[src/hdl/fp_cmd_map.vh]
// constants for the failure-prediction command handler
// =====================================================
// Summary of operation
// command b0 starts failure prediction; subcommand from subcommand_select
// host loads key_low 4f and key_high c2 before the command
// wrong key in key_low or key_high aborts the command
// feature disabled: every subcommand except d8 aborts
// feature enabled: attribute collection keeps running
// d0: busy, save attributes, clear busy, send 512-byte attribute block
// d1: send 512-byte threshold block
// d2: busy, autosave on if sector count nonzero else off, clear busy
// autosave setting kept in nonvolatile store
// autosave: save attributes every 15 minutes since last save
// no autosave while feature disabled
// d3: busy, write attributes to medium, clear busy
// d8: busy, enable feature persistently, clear busy
// d9: busy, disable feature persistently, clear busy
// da: busy, save, compare; exceeded gives key_low f4, key_high 2c
// da with nothing exceeded gives key_low 4f, key_high c2
// da clears busy only after the key registers settle
// host issues d0, d3 or da regularly unless autosave on
// host should poll da and inspect key registers
// undefined subcommand values abort
// interrupt request raised after busy clears
`ifndef FP_CMD_MAP_VH
`define FP_CMD_MAP_VH
// task-file offsets
`define ADDR_SUBCMD      10'h1f1
`define ADDR_SECCNT      10'h1f2
`define ADDR_SECNUM      10'h1f3
`define ADDR_KEY_LOW     10'h1f4
`define ADDR_KEY_HIGH    10'h1f5
`define ADDR_DRVHEAD     10'h1f6
`define ADDR_CMD         10'h1f7
// codes
`define CMD_FAIL_PRED    8'hb0
`define SUB_READ_ATTR    8'hd0
`define SUB_READ_THR     8'hd1
`define SUB_AUTOSAVE     8'hd2
`define SUB_SAVE         8'hd3
`define SUB_ENABLE       8'hd8
`define SUB_DISABLE      8'hd9
`define SUB_STATUS       8'hda
`define KEY_LOW_OK       8'h4f
`define KEY_HIGH_OK      8'hc2
`define KEY_LOW_BAD      8'hf4
`define KEY_HIGH_BAD     8'h2c
// status and error bits
`define ST_BSY           7
`define ST_DRDY          6
`define ST_DRQ           3
`define ST_ERR           0
`define ER_ABRT          2
// block size and timing
`define BLOCK_BYTES      10'd512
`define CLK_HZ           200000000
`define AUTOSAVE_MIN     15
`define AUTOSAVE_CYC     (`AUTOSAVE_MIN * 40'd60 * `CLK_HZ)
`define NV_FEATURE_BIT   0
`define NV_AUTOSAVE_BIT  1
`endif

[src/hdl/failure_prediction_cmd.v]
// failure-prediction command handler on the task-file port
//
// Local design decision: strobed register access.
`timescale 1ns/1ps
`include "fp_cmd_map.vh"
module failure_prediction_cmd #(
    parameter [39:0] AUTOSAVE_PERIOD = `AUTOSAVE_CYC
) (
    input  wire        clk_sys,
    input  wire        rst_b,
    // task-file register port
    input  wire [9:0]  addr,
    input  wire [7:0]  wdata,
    input  wire        wr,
    input  wire        rd,
    output reg  [7:0]  rdata,
    // nonvolatile store
    input  wire [1:0]  nv_load_data,
    input  wire        nv_load_valid,
    output wire        nv_write,
    output wire [1:0]  nv_write_data,
    // attribute engine
    output wire        collect_en,
    output reg         save_req,
    input  wire        save_done,
    input  wire        threshold_exceeded,
    output reg  [1:0]  block_sel,
    output reg  [8:0]  block_addr,
    input  wire [7:0]  block_byte,
    // host interrupt
    output reg         intrq
);
    // ====================================================
    // state machine codes
    localparam [2:0] S_IDLE  = 3'd0;
    localparam [2:0] S_SAVE  = 3'd1;
    localparam [2:0] S_WAIT  = 3'd2;
    localparam [2:0] S_XFER  = 3'd3;
    localparam [2:0] S_DONE  = 3'd4;
    localparam [2:0] S_FETCH = 3'd5;

    reg [7:0] subcommand_select;
    reg [7:0] sector_count_param;
    reg [7:0] sector_number_param;
    reg [7:0] key_low;
    reg [7:0] key_high;
    reg [7:0] drive_head_select;
    reg [7:0] error_reg;
    reg       busy;
    reg       drq;
    reg       err;
    reg [2:0] state;
    reg [7:0] active_sub;
    reg [9:0] xfer_count;
    reg [7:0] data_latch;
    reg       auto_save;

    wire [1:0] settings;
    wire       feature_on  = settings[`NV_FEATURE_BIT];
    wire       autosave_on = settings[`NV_AUTOSAVE_BIT];
    reg        set_feature;
    reg        feature_val;
    reg        set_autosave;
    wire       tick;

    wire cmd_wr   = wr && (addr == `ADDR_CMD) && !busy && !drq;
    wire data_rd  = rd && (addr == 10'h1f0) && drq;
    wire keys_ok  = (key_low == `KEY_LOW_OK) && (key_high == `KEY_HIGH_OK);
    wire sub_known = (subcommand_select == `SUB_READ_ATTR) ||
                     (subcommand_select == `SUB_READ_THR)  ||
                     (subcommand_select == `SUB_AUTOSAVE)  ||
                     (subcommand_select == `SUB_SAVE)      ||
                     (subcommand_select == `SUB_ENABLE)    ||
                     (subcommand_select == `SUB_DISABLE)   ||
                     (subcommand_select == `SUB_STATUS);
    wire allowed  = feature_on || (subcommand_select == `SUB_ENABLE);
    wire [7:0] status = {busy, !busy, 2'b01, drq, 2'b00, err};

    assign collect_en = feature_on;

    // ====================================================
    // persistent settings and periodic save
    nv_settings u_nv (
        .clk_sys       (clk_sys),
        .rst_b         (rst_b),
        .nv_load_data  (nv_load_data),
        .nv_load_valid (nv_load_valid),
        .set_feature   (set_feature),
        .feature_val   (feature_val),
        .set_autosave  (set_autosave),
        .autosave_val  (sector_count_param != 8'h00),
        .settings      (settings),
        .nv_write      (nv_write),
        .nv_write_data (nv_write_data)
    );

    autosave_timer #(.PERIOD(AUTOSAVE_PERIOD)) u_timer (
        .clk_sys (clk_sys),
        .rst_b   (rst_b),
        .run     (autosave_on && feature_on),
        .restart (save_req),
        .tick    (tick)
    );

    // ====================================================
    // register reads, one cycle latency
    always @(posedge clk_sys or negedge rst_b) begin
        if (!rst_b) begin
            rdata <= 8'h00;
        end else if (rd) begin
            case (addr)
                10'h1f0:        rdata <= drq ? data_latch : 8'h00;
                `ADDR_SUBCMD:   rdata <= error_reg;
                `ADDR_SECCNT:   rdata <= sector_count_param;
                `ADDR_SECNUM:   rdata <= sector_number_param;
                `ADDR_KEY_LOW:  rdata <= key_low;
                `ADDR_KEY_HIGH: rdata <= key_high;
                `ADDR_DRVHEAD:  rdata <= drive_head_select;
                `ADDR_CMD:      rdata <= status;
                default:        rdata <= 8'h00;
            endcase
        end
    end

    // ====================================================
    // command sequencer and task-file registers
    always @(posedge clk_sys or negedge rst_b) begin
        if (!rst_b) begin
            subcommand_select   <= 8'h00;
            sector_count_param  <= 8'h00;
            sector_number_param <= 8'h00;
            key_low             <= 8'h00;
            key_high            <= 8'h00;
            drive_head_select   <= 8'h00;
            error_reg           <= 8'h00;
            busy                <= 1'b0;
            drq                 <= 1'b0;
            err                 <= 1'b0;
            intrq               <= 1'b0;
            state               <= S_IDLE;
            active_sub          <= 8'h00;
            xfer_count          <= 10'h0;
            data_latch          <= 8'h00;
            save_req            <= 1'b0;
            auto_save           <= 1'b0;
            block_sel           <= 2'h0;
            block_addr          <= 9'h0;
            set_feature         <= 1'b0;
            feature_val         <= 1'b0;
            set_autosave        <= 1'b0;
        end else begin
            set_feature  <= 1'b0;
            set_autosave <= 1'b0;
            save_req     <= 1'b0;
            // status read clears the interrupt
            if (rd && addr == `ADDR_CMD) begin
                intrq <= 1'b0;
            end
            // host writes land only when not busy
            if (wr && !busy) begin
                case (addr)
                    `ADDR_SUBCMD:   subcommand_select   <= wdata;
                    `ADDR_SECCNT:   sector_count_param  <= wdata;
                    `ADDR_SECNUM:   sector_number_param <= wdata;
                    `ADDR_KEY_LOW:  key_low             <= wdata;
                    `ADDR_KEY_HIGH: key_high            <= wdata;
                    `ADDR_DRVHEAD:  drive_head_select   <= wdata;
                    default:        ;
                endcase
            end
            case (state)
                S_IDLE, S_SAVE: begin
                    if (cmd_wr) begin
                        intrq      <= 1'b0;
                        active_sub <= subcommand_select;
                        err        <= 1'b0;
                        error_reg  <= 8'h00;
                        if (wdata != `CMD_FAIL_PRED) begin
                            err       <= 1'b1;
                            error_reg <= 8'h04;
                            intrq     <= 1'b1;
                        end else if (!keys_ok || !sub_known || !allowed) begin
                            err       <= 1'b1;
                            error_reg <= 8'h04;
                            intrq     <= 1'b1;
                        end else begin
                            busy <= 1'b1;
                            case (subcommand_select)
                                `SUB_READ_ATTR, `SUB_SAVE, `SUB_STATUS: begin
                                    save_req <= 1'b1;
                                    state    <= S_WAIT;
                                end
                                `SUB_READ_THR: begin
                                    block_sel  <= 2'h1;
                                    block_addr <= 9'h0;
                                    xfer_count <= 10'h0;
                                    state      <= S_FETCH;
                                end
                                `SUB_AUTOSAVE: begin
                                    set_autosave <= 1'b1;
                                    state        <= S_DONE;
                                end
                                `SUB_ENABLE: begin
                                    set_feature <= 1'b1;
                                    feature_val <= 1'b1;
                                    state       <= S_DONE;
                                end
                                `SUB_DISABLE: begin
                                    set_feature <= 1'b1;
                                    feature_val <= 1'b0;
                                    state       <= S_DONE;
                                end
                                default: state <= S_DONE;
                            endcase
                        end
                    end else if (tick && feature_on) begin
                        save_req  <= 1'b1;
                        auto_save <= 1'b1;
                        state     <= S_SAVE;
                    end else if (state == S_SAVE && save_done) begin
                        // background autosave, host not involved
                        auto_save <= 1'b0;
                        state     <= S_IDLE;
                    end
                end
                S_WAIT: begin
                    if (save_done) begin
                        if (active_sub == `SUB_STATUS) begin
                            key_low  <= threshold_exceeded ? `KEY_LOW_BAD : `KEY_LOW_OK;
                            key_high <= threshold_exceeded ? `KEY_HIGH_BAD : `KEY_HIGH_OK;
                            state    <= S_DONE;
                        end else if (active_sub == `SUB_READ_ATTR) begin
                            block_sel  <= 2'h0;
                            block_addr <= 9'h0;
                            xfer_count <= 10'h0;
                            state      <= S_FETCH;
                        end else begin
                            state <= S_DONE;
                        end
                    end
                end
                S_FETCH: begin
                    // block byte is ready one cycle after its address
                    data_latch <= block_byte;
                    busy       <= 1'b0;
                    drq        <= 1'b1;
                    if (xfer_count == 10'h0) begin
                        intrq <= 1'b1;
                    end
                    state <= S_XFER;
                end
                S_XFER: begin
                    if (data_rd) begin
                        xfer_count <= xfer_count + 10'h1;
                        if (xfer_count == `BLOCK_BYTES - 10'h1) begin
                            drq   <= 1'b0;
                            state <= S_IDLE;
                        end else begin
                            drq        <= 1'b0;
                            busy       <= 1'b1;
                            block_addr <= block_addr + 9'h1;
                            state      <= S_FETCH;
                        end
                    end
                end
                S_DONE: begin
                    busy  <= 1'b0;
                    intrq <= 1'b1;
                    state <= S_IDLE;
                end
                default: state <= S_IDLE;
            endcase
        end
    end
endmodule // failure_prediction_cmd

[src/hdl/autosave_timer.v]
// periodic autosave tick generator
`timescale 1ns/1ps
`include "fp_cmd_map.vh"
module autosave_timer #(
    parameter [39:0] PERIOD = `AUTOSAVE_CYC
) (
    input  wire clk_sys,
    input  wire rst_b,
    input  wire run,
    input  wire restart,
    output reg  tick
);
    reg [39:0] count;
    // count from the last save; a manual save restarts the interval
    always @(posedge clk_sys or negedge rst_b) begin
        if (!rst_b) begin
            count <= 40'h0;
            tick  <= 1'b0;
        end else begin
            tick <= 1'b0;
            if (restart || !run) begin
                count <= 40'h0;
            end else if (count >= PERIOD - 40'h1) begin
                count <= 40'h0;
                tick  <= 1'b1;
            end else begin
                count <= count + 40'h1;
            end
        end
    end
endmodule // autosave_timer

[src/hdl/nv_settings.v]
// nonvolatile settings store, loaded at power-up and written on change
`timescale 1ns/1ps
`include "fp_cmd_map.vh"
module nv_settings (
    input  wire       clk_sys,
    input  wire       rst_b,
    input  wire [1:0] nv_load_data,
    input  wire       nv_load_valid,
    input  wire       set_feature,
    input  wire       feature_val,
    input  wire       set_autosave,
    input  wire       autosave_val,
    output reg  [1:0] settings,
    output reg        nv_write,
    output reg  [1:0] nv_write_data
);
    // hold current settings; every change is pushed to the store
    always @(posedge clk_sys or negedge rst_b) begin
        if (!rst_b) begin
            settings      <= 2'h0;
            nv_write      <= 1'b0;
            nv_write_data <= 2'h0;
        end else begin
            nv_write <= set_feature | set_autosave;
            if (nv_load_valid) begin
                settings <= nv_load_data;
            end else begin
                if (set_feature) begin
                    settings[`NV_FEATURE_BIT] <= feature_val;
                end
                if (set_autosave) begin
                    settings[`NV_AUTOSAVE_BIT] <= autosave_val;
                end
            end
            nv_write_data <= {set_autosave ? autosave_val : settings[`NV_AUTOSAVE_BIT],
                              set_feature ? feature_val : settings[`NV_FEATURE_BIT]};
        end
    end
endmodule // nv_settings

[config.mk]
export PLATFORM = sky130hd
export DESIGN_NAME = failure_prediction_cmd
export DESIGN_NICKNAME = d
export VERILOG_FILES = /design/src/hdl/failure_prediction_cmd.v /design/src/hdl/autosave_timer.v /design/src/hdl/nv_settings.v
export VERILOG_INCLUDE_DIRS = /design/src /design/src/hdl
export SDC_FILE = /design/constraint.sdc
export NUM_CORES = 1
export LEC_CHECK = 0
export ABC_AREA = 1
export BUFFER_PORTS_ARGS = -buffer_cell sky130_fd_sc_hd__buf_2
export CAP_MARGIN = 30
export CORE_ASPECT_RATIO = 1.25
export CORE_MARGIN = 2
export CORE_UTILIZATION = 60
export DETAILED_ROUTE_END_ITERATION = 10
export PLACE_DENSITY_LB_ADDON = 0.1
export SLEW_MARGIN = 15
export SYNTH_ARGS = -nofsm -noshare
export SYNTH_HDL_FRONTEND = slang
export SYNTH_SLANG_ARGS = --single-unit
[constraint.sdc]
create_clock -name clk_sys -period 2.8 [get_ports clk_sys]
set_input_delay 0.28 -clock clk_sys [delete_from_list [all_inputs] [get_ports clk_sys]]
set_output_delay 0.28 -clock clk_sys [all_outputs]
set_load 0.1 [all_outputs]
Word-level counts from Yosys, hierarchy flattened
Index checks and enable logic that the tools add are counted.
{"block": "totals", "reg_bits": 158, "output_inout_bits": 25}
{"block": "op_classes", "n_addsub": 3, "magnitude_cmp": 1, "n_eq_ne": 38, "mux": 93, "n_bitwise": 3, "n_reduce_logical": 51}
{"operator": "$mux 8", "count": 13}
{"operator": "$eq 10x9->1 const B", "count": 9}
{"operator": "$mux 9", "count": 9}
{"operator": "$eq 8x8->1 const B", "count": 10}
{"operator": "$mux 10", "count": 8}
{"operator": "$mux 40", "count": 2}
{"operator": "$pmux 8 s8", "count": 1}
{"operator": "$add 40x1->40 const B", "count": 1}
{"operator": "$ge 40x38->1 const B", "count": 1}
{"operator": "$mux 1", "count": 33}
{"operator": "$mux 3", "count": 10}
{"operator": "$pmux 10 s3", "count": 1}
{"operator": "$pmux 9 s3", "count": 1}
{"operator": "$ne 2x2->1 const B", "count": 9}
{"operator": "$mux 2", "count": 8}
{"operator": "$pmux 3 s4", "count": 1}
{"operator": "$reduce_and 2->1", "count": 6}
{"operator": "$logic_and 1x1->1", "count": 11}
{"operator": "$add 10x1->10 const B", "count": 1}
{"operator": "$logic_not 10->1", "count": 1}
{"operator": "$logic_or 1x1->1", "count": 10}
{"operator": "$reduce_and 10->1", "count": 1}
{"operator": "$reduce_and 5->1", "count": 2}
{"operator": "$add 9x1->9 const B", "count": 1}
{"operator": "other kinds (23)", "count": 39}

Logic depth before layout (Yosys ltp)
Gate-level depths: netlist of the first run.
{"block": "depth", "word_depth": 14, "ltp_mapped": 12, "mapped_depth_nobuf": 11}

Modules after synthesis
A second synthesis of the first run with hierarchy kept.
{"block": "hier_totals", "cells_unflattened": 1158, "hier_area_um2": 8489.4}
{"mod": "failure_prediction_cmd", "n_inst": 1, "cells_each": 741, "area_each_um2": 5662.9}
{"mod": "autosave_timer", "n_inst": 1, "cells_each": 392, "area_each_um2": 2618.8}
{"mod": "nv_settings", "n_inst": 1, "cells_each": 25, "area_each_um2": 207.7}

Least setup slack after synthesis of the first run
Ideal clock, no wire load.
{"block": "synth_path", "path_type": "reg-to-reg", "start": "register block_addr[0]", "end": "register block_addr[8]", "setup_ns": 0.066, "t_arrival_ns": 1.955, "required_time_ns": 2.734, "setup_slack_ns": 0.780, "path_stages_with_launch": 8, "path_buffers": 0, "path_cell_list": "dfrtp_1 -> ha_1 -> and3_1 -> nand2_1 -> xor2_1 -> nor2_1 -> nand3_1 -> nand2_1"}
{"block": "synth_via", "elab_chain_cells": 4}
{"item": "start, declared", "line": "failure_prediction_cmd.v:28", "rtl": "output reg [8:0] block_addr,"}
{"item": "start signal, assigned", "line": "failure_prediction_cmd.v:261", "rtl": "block_addr <= block_addr + 9'h1;"}
{"item": "$add 9x1->9", "line": "failure_prediction_cmd.v:261"}
{"item": "$mux 9", "line": "failure_prediction_cmd.v:255", "rtl": "if (xfer_count == `BLOCK_BYTES - 10'h1) begin"}
{"item": "$mux 9", "line": "failure_prediction_cmd.v:253", "rtl": "if (data_rd) begin"}
{"item": "$pmux 9 s3", "line": "failure_prediction_cmd.v:171", "rtl": "case (state)"}
Every way passes these cells. The select of a mux whose other input is x is not followed.
A chain may end at the register's enable or synchronous reset.

Worst setup path after layout of the first run
{"block": "layout_path", "start": "register u_timer.count[0]", "end": "register u_timer.count[34]"}
{"block": "layout_via", "elab_chain_cells": 3, "word_cells_on_any_way": 4, "classes_between": "add/sub: 1; order compare: 1; mux: 2"}
{"item": "start, declared", "line": "autosave_timer.v:13", "rtl": "reg [39:0] count;"}
{"item": "start signal, assigned", "line": "autosave_timer.v:27", "rtl": "count <= count + 40'h1;"}
{"item": "$add 40x1->40 / $ge 40x38->1 (equally long branches)", "line": "autosave_timer.v:27, autosave_timer.v:23"}
{"item": "$mux 40 (*)", "line": "autosave_timer.v:23", "rtl": "end else if (count >= PERIOD - 40'h1) begin"}
{"item": "$mux 40 (*)", "line": "autosave_timer.v:21", "rtl": "if (restart || !run) begin"}
Every way passes the cells marked *; elsewhere a longest branch is shown, timed or not.

==> results of run 1 <==
==> per-stage QoR <==
step	power (mW)	util	setup WS, ns
2_1_floorplan	3.13	-	0.780
3_3_place_gp	3.35	0.646	0.786
3_5_place_dp	3.36	0.646	0.732
4_1_cts	5.65	0.690	0.724
5_1_grt	5.83	0.690	0.537
6_report	5.62	0.690	0.736
==> power groups by stage <==
stage / Clock, mW / Combinational (mW) / Sequential (mW)
after floorplan: 0 / 0.444 / 2.68
after global placement: 0 / 0.922 / 2.42
after detailed placement: 0 / 0.938 / 2.42
after CTS: 2.31 / 0.943 / 2.39
after global routing: 2.41 / 1.02 / 2.40
final: 2.29 / 0.940 / 2.39
==> cell usage in the layout (no fill, tap or decap), drive strengths merged, types with 3 or more instances in the layout <==
master	count
a21oi	16
buf	62
clkbuf	21
clkinv	8
conb	3
dfrtp	149
ha	4
inv	147
mux2	8
nand2	299
nand3	83
nand4	19
nor2	160
nor3	38
nor3b	3
nor4	4
o211ai	4
o21ai	86
o21bai	19
o22ai	8
xnor2	6
xor2	30
==> worst min path at each step <==
stage                       start                end  cells after the start
floorplan                   rst_b      active_sub[0]                      0
global placement            rst_b  u_timer.count[28]                      1
detailed placement          rst_b  u_timer.count[28]                      1
CTS                 block_byte[6]      data_latch[6]                      2
global route        block_byte[0]      data_latch[0]                      2
finish              block_byte[6]      data_latch[6]                      2
==> cell type report <==
class | instances | area, um2 | area share
tap | 175 | 219 | 0.0230
inverter | 149 | 562 | 0.0589
multi-input combinational | 800 | 4060 | 0.426
sequential | 149 | 3730 | 0.391
clock inverter | 10 | 124 | 0.0130
antenna | 1 | 2.50 | 0.000263
timing repair buffer | 63 | 362 | 0.0379
clock buffer | 21 | 470 | 0.0494
==> per-layer routing <==
metal  track usage  routed length [um]  vias to the layer above
met3        0.0540                 924                       85
met4         0.208                1420                        0
met5             0                   0                        -
met1         0.339                8710                     3511
met2         0.548               11500                      221
li1              -                   -                     3690
==> kinds of logic after synthesis <==
| logic type | after synthesis | synth area share |
|---|---|---|
| AO/OA/AOI/OAI | 137 | 0.0976 |
| XOR/XNOR | 36 | 0.0371 |
| adder cells (fa/ha/maj) | 4 | 0.00589 |
| buffers and inverters | 173 | 0.0842 |
| flip-flops | 149 | 0.439 |
| multiplexers | 8 | 0.0106 |
| other | 1 | 0.000441 |
| AND/OR/NAND/NOR | 612 | 0.325 |
==> impl_metrics.csv, run 1 <==
group,metric,value,unit
synthesis,syn-cell-area,8500,um2
sta,setup_tns,0,ns
synthesis,ys_seq_area_frac,0.439,
detailed_routing,wire_per_inst,16.5,um
placed_design,gp_congestion,1.03,
final_layout,drive_gt1_frac,0.139,
sta,clock.fmax,485,MHz
sta,finalCriticalPeriod,2.06,ns
setup_path,r2r-start,"u_timer.count[0]",
run,drv_cap,0,
sta,finalMaxSlewViolations,0,
clock_tree,ctsHoldBuffers,1,
sta,rsz0062_at_grt,"false",
global_routing,grt_usage,0.308,
setup_path,max_stage_delay,0.48,ns
sta,hold_viol_final,0,
pwr,internal_power,3.92,mW
pwr,p_comb_frac,0.167,
clock_tree,postCtsResizedCells,0,
sta,whs,0.0808,ns
floorplan,dieArea,15100,um2
setup_path,critPathBufInv,0,
synthesis,synth_area_leaders,"dfrtp_1 44%, nand2_1 13%, nor2_1 6.4%",
setup_path,startpoint,"u_timer.count[0]",
detailed_routing,drt_iter0_drc,580,
detailed_routing,dr.pass1.iters,6,
global_routing,grt_pass1_wl,36.3,mm
floorplan,ioPinCount,60,
synthesis,yosys.area.top_type,"dfrtp_1",
synthesis,post-synth-top-count-cell,"nand2_1",
pwr,power.switching,1.70,mW
clock_tree,clk_path_buf_depth,2,
placed_design,post-dp-hpwl,16.6,mm
run_status,status,"completed",
synthesis,synth.yosys.warnings,0,
pwr,ir_worst_vdd,0.592,mV
global_routing,first_global_vias,7417,
setup_path,critical_path.slowest_cell,"dfrtp_1",
placed_design,post_dp_cell_area,8920,um2
sta,finClkSkew,0.00759,ns
synthesis,synth_common_cells,"286 x nand2_1, 149 x dfrtp_1, 146 x nor2_1, 135 x inv_1, 76 x nand3_1",
setup_path,crit_family,"simple AND/OR/NAND/NOR gates",
setup_path,r2r_cells,11,
setup_path,endpoint_kind,"flip-flop",
clock_tree,htreeDepth,4,
floorplan,die_w,110,um
clock_tree,cts_inserted_buffers,17,
final_layout,largest_register_ffs,40,
synthesis,avgSynthCellArea,7.59,um2
setup_path,regToRegSetupSlack,0.74,ns
detailed_routing,finalWirelength,22.6,mm
setup_path,required,3.16,ns
final_layout,area_growth_syn_to_layout,12.1,%
global_routing,grt_start_max_net_pins,75,
clock_tree,cts_tree,"built",
detailed_routing,routed_via_density,5.49,
setup_path,rr_endpoint,"u_timer.count[34]",
detailed_routing,vias,7507,
setup_path,cp.arrival,2.42,ns
pwr,power.density,590,nW/um2
final_layout,regMostFlops,"u_timer.count",
pwr,pwr-share-clk,0.407,
final_layout,largest_registers,"u_timer.count (40), xfer_count (10), block_addr (9)",
sta,finalCritPeriodShare,0.737,
floorplan,row_count,48,
placed_design,io_buffers,58,
detailed_routing,ant_nets,0,
final_layout,final_area,9530,um2
global_routing,grt_antenna_before_repair,0,
setup_path,cp_max_fo,8,
final_layout,fin_cells,1368,
setup_path,worst-path-stages,11,
setup_path,worstSetupEndpoint,"u_timer.count[34]",
floorplan,die_height,137,um
final_layout,nNetsFinal,1219,
sta,setup_viol,0,
synthesis,synth.distinct_cells,49,
synthesis,netlist_instances,1120,
setup_path,path_cells,"ha_1, nand2_2, nor2_4, nand2_2, nor2_2, nand2_1, nor3_2, nand2_1, nand2_1, nand2_1, nor2_1",
global_routing,grt.overflow.total,0,
synthesis,synth.ff_latch_count,149,
pwr,netSwitchingFraction,0.302,
detailed_routing,drc,0,
floorplan,start_util,0.615,
clock_tree,clk_pin_slew,0.06,ns
sta,tightestPinTransition,0.705,ns
setup_path,crit_type,"reg -> reg",
pwr,p_seq_frac,0.425,
synthesis,yosysTopAreaCellShare,0.439,
clock_tree,clk_latency,0.43,ns
pwr,power_leakage,4.50,nW
synthesis,synth_ff_type,"dfrtp_1",
sta,relSlewSlack,0.530,
setup_path,start_kind,"flip-flop",
clock_tree,clkSinkCount,149,
final_layout,fillCellCount,1210,
floorplan,core_region_area,13800,um2
setup_path,crit_top_cell,"nand2_1",
placed_design,dp.cells,1335,
min_path,worstHoldPathType,"in -> reg",
clock_tree,cts_root_buf,"clkbuf_16",
synthesis,async_flop_share,1.00,
clock_tree,cts_setup_buffers,0,
synthesis,synth-edff-count,0,
Power figures use the tool's default switching activity.
==> run 2, diff against run 1 <==
Clock period 2.8 ns to 1.9 ns, I/O delays scaled along.
==> run 2 against run 1 <==
Combinational power rose by 53%. Global-route usage fell by 0.60 points. First-iteration DRC count fell by 8.3%. Sequential share of layout area fell by 1.7 points. Flip-flop and latch count did not move. Register-to-register slack got worse by 0.63 ns. Wire length fell by 2.7%. Sequential power rose by 48%. Critical endpoint is now block_addr[1].
==> impl_metrics.csv, run 2 (synthesis results as in run 1) <==
group,metric,value,unit
floorplan,start_util,0.615,
final_layout,largest_register_ffs,40,
floorplan,row_count,48,
detailed_routing,dr.pass1.iters,6,
sta,finClkSkew,0.00771,ns
final_layout,multi_input_area,4110,um2
sta,setup_ws,0.109,ns
sta,hold_viol_final,0,
sta,setup_tns,0,ns
sta,finalCriticalPeriod,1.79,ns
global_routing,grt_pass1_wl,36.2,mm
sta,whs,0.00713,ns
sta,finalCritPeriodShare,0.943,
final_layout,final_cell_mix,"285 x nand2_1, 146 x dfrtp_1, 143 x nor2_1",
global_routing,first_global_vias,7569,
setup_path,required,2.22,ns
placed_design,dp_slack,0.0573,ns
sta,rsz0062_at_grt,"true",
run_status,status,"completed",
pwr,ir_worst_vdd,0.993,mV
placed_design,post-dp-hpwl,15.9,mm
detailed_routing,drc,0,
clock_tree,clkSinkCount,149,
sta,finalMaxSlewViolations,0,
run,drv_cap,0,
sta,relSlewSlack,0.648,
final_layout,utilization,0.723,
final_layout,antennaDiodeCount,0,
floorplan,core_region_area,13800,um2
global_routing,grt_antenna_before_repair,0,
setup_path,start_kind,"flip-flop",
detailed_routing,routed_via_density,5.53,
placed_design,gp_congestion,0.963,
clock_tree,clk_path_buf_depth,2,
pwr,power,8.73,mW
setup_path,critPathBufInv,1,
final_layout,largest_registers,"u_timer.count (40), xfer_count (10), block_addr (9)",
final_layout,fillCellCount,1140,
setup_path,cp.arrival,2.11,ns
detailed_routing,ant_nets,0,
setup_path,crit_family,"simple AND/OR/NAND/NOR gates",
pwr,power_leakage,4.72,nW
detailed_routing,finalWirelength,22.0,mm
pwr,power.density,874,nW/um2
sta,tightestPinTransition,0.526,ns
placed_design,io_buffers,58,
clock_tree,htreeDepth,4,
detailed_routing,vias,7767,
detailed_routing,drt_iter0_drc,532,
setup_path,cp_max_fo,10,
final_layout,area.sequential,3730,um2
floorplan,dieArea,15100,um2
global_routing,grt.overflow.total,0,
final_layout,final_common_cell,"nand2_1",
setup_path,endpoint_kind,"flip-flop",
detailed_routing,wire_per_inst,15.6,um
placed_design,dp.cells,1359,
final_layout,regMostFlops,"u_timer.count",
final_layout,drive_gt1_frac,0.163,
floorplan,die_w,110,um
floorplan,die_height,137,um
final_layout,final_area,9980,um2
placed_design,post_dp_cell_area,9120,um2
clock_tree,cts_root_buf,"clkbuf_16",
final_layout,fin_cells,1405,
setup_path,critical_path.slowest_cell,"dfrtp_1",
setup_path,path_cells,"ha_2, nand3_1, nor2_2, nand3_1, nor2_1, nor2_2, nand3_4, inv_4, nand3_1, nand2_1",
clock_tree,cts_inserted_buffers,17,
clock_tree,clk_latency,0.43,ns
final_layout,nNetsFinal,1259,
sta,setup_viol,0,
global_routing,grt_start_max_net_pins,53,
clock_tree,clk_pin_slew,0.06,ns
setup_path,crit_top_cell,"nand3_1",
min_path,worstHoldPathType,"in -> reg",
global_routing,grt_usage,0.302,
clock_tree,cts_tree,"built",
final_layout,area_growth_syn_to_layout,17.5,%
sta,clock.fmax,558,MHz
setup_path,crit_type,"reg -> reg",
setup_path,max_stage_delay,0.42,ns
floorplan,ioPinCount,60,
==> run 2: tightest hold or removal path, cell delays in order <==
cell	delay [ns]
buf_2	0.10
nand2_1	0.05
nand2_1	0.07
==> run 2: cell type report <==
cell class	instances	share of cell area
multi-input cells	800	0.412
flip-flops and latches	149	0.374
repair buffers	103	0.0708
inverters	149	0.0563
clock buffers	21	0.0481
well taps	175	0.0219
clock inverters	8	0.0172
==> run 2: power breakdown <==
group          internal [mW]  leakage [nW]  switching (mW)  total (mW)
sequential              3.35          1.88           0.177        3.53
combinational          0.429          2.52            1.01        1.44
clock                   2.45         0.318            1.32        3.76
==> run 2: final timing paths <==
kind / start / to / slack [ns] / cells after the start
setup reg to reg: xfer_count[0] / block_addr[1] / 0.11 / 10
min in group asynchronous: rst_b / u_timer.count[22] / 0.28 / 2
setup / recovery: xfer_count[0] / block_addr[1] / 0.11 / 10
max in group asynchronous: rst_b / key_high[4] / 0.97 / 3
hold reg to reg: rdata[2] / rdata[2] / 0.48 / 2
hold / removal: nv_load_valid / u_nv.settings[0] / 0.007 / 3
==> run 2: timing repair <==
| item | 4_1_cts | 5_1_grt |
|---|---|---|
| setup endpoints to repair | 0 | 33 |
| gates resized for setup | 0 | 11 |
| setup buffers | 0 | 3 |
| endpoints found under the hold margin | 61 | 0 |
| hold buffers | 14 | 0 |
==> run 2: layer usage <==
metal,vias to the layer above,global-route usage,routed length [um],share of wire
met5,-,0,0,0
met2,257,0.535,11400,0.52
met4,0,0.170,1090,0.050
met3,72,0.0549,1010,0.046
li1,3767,-,-,-
met1,3671,0.347,8480,0.39
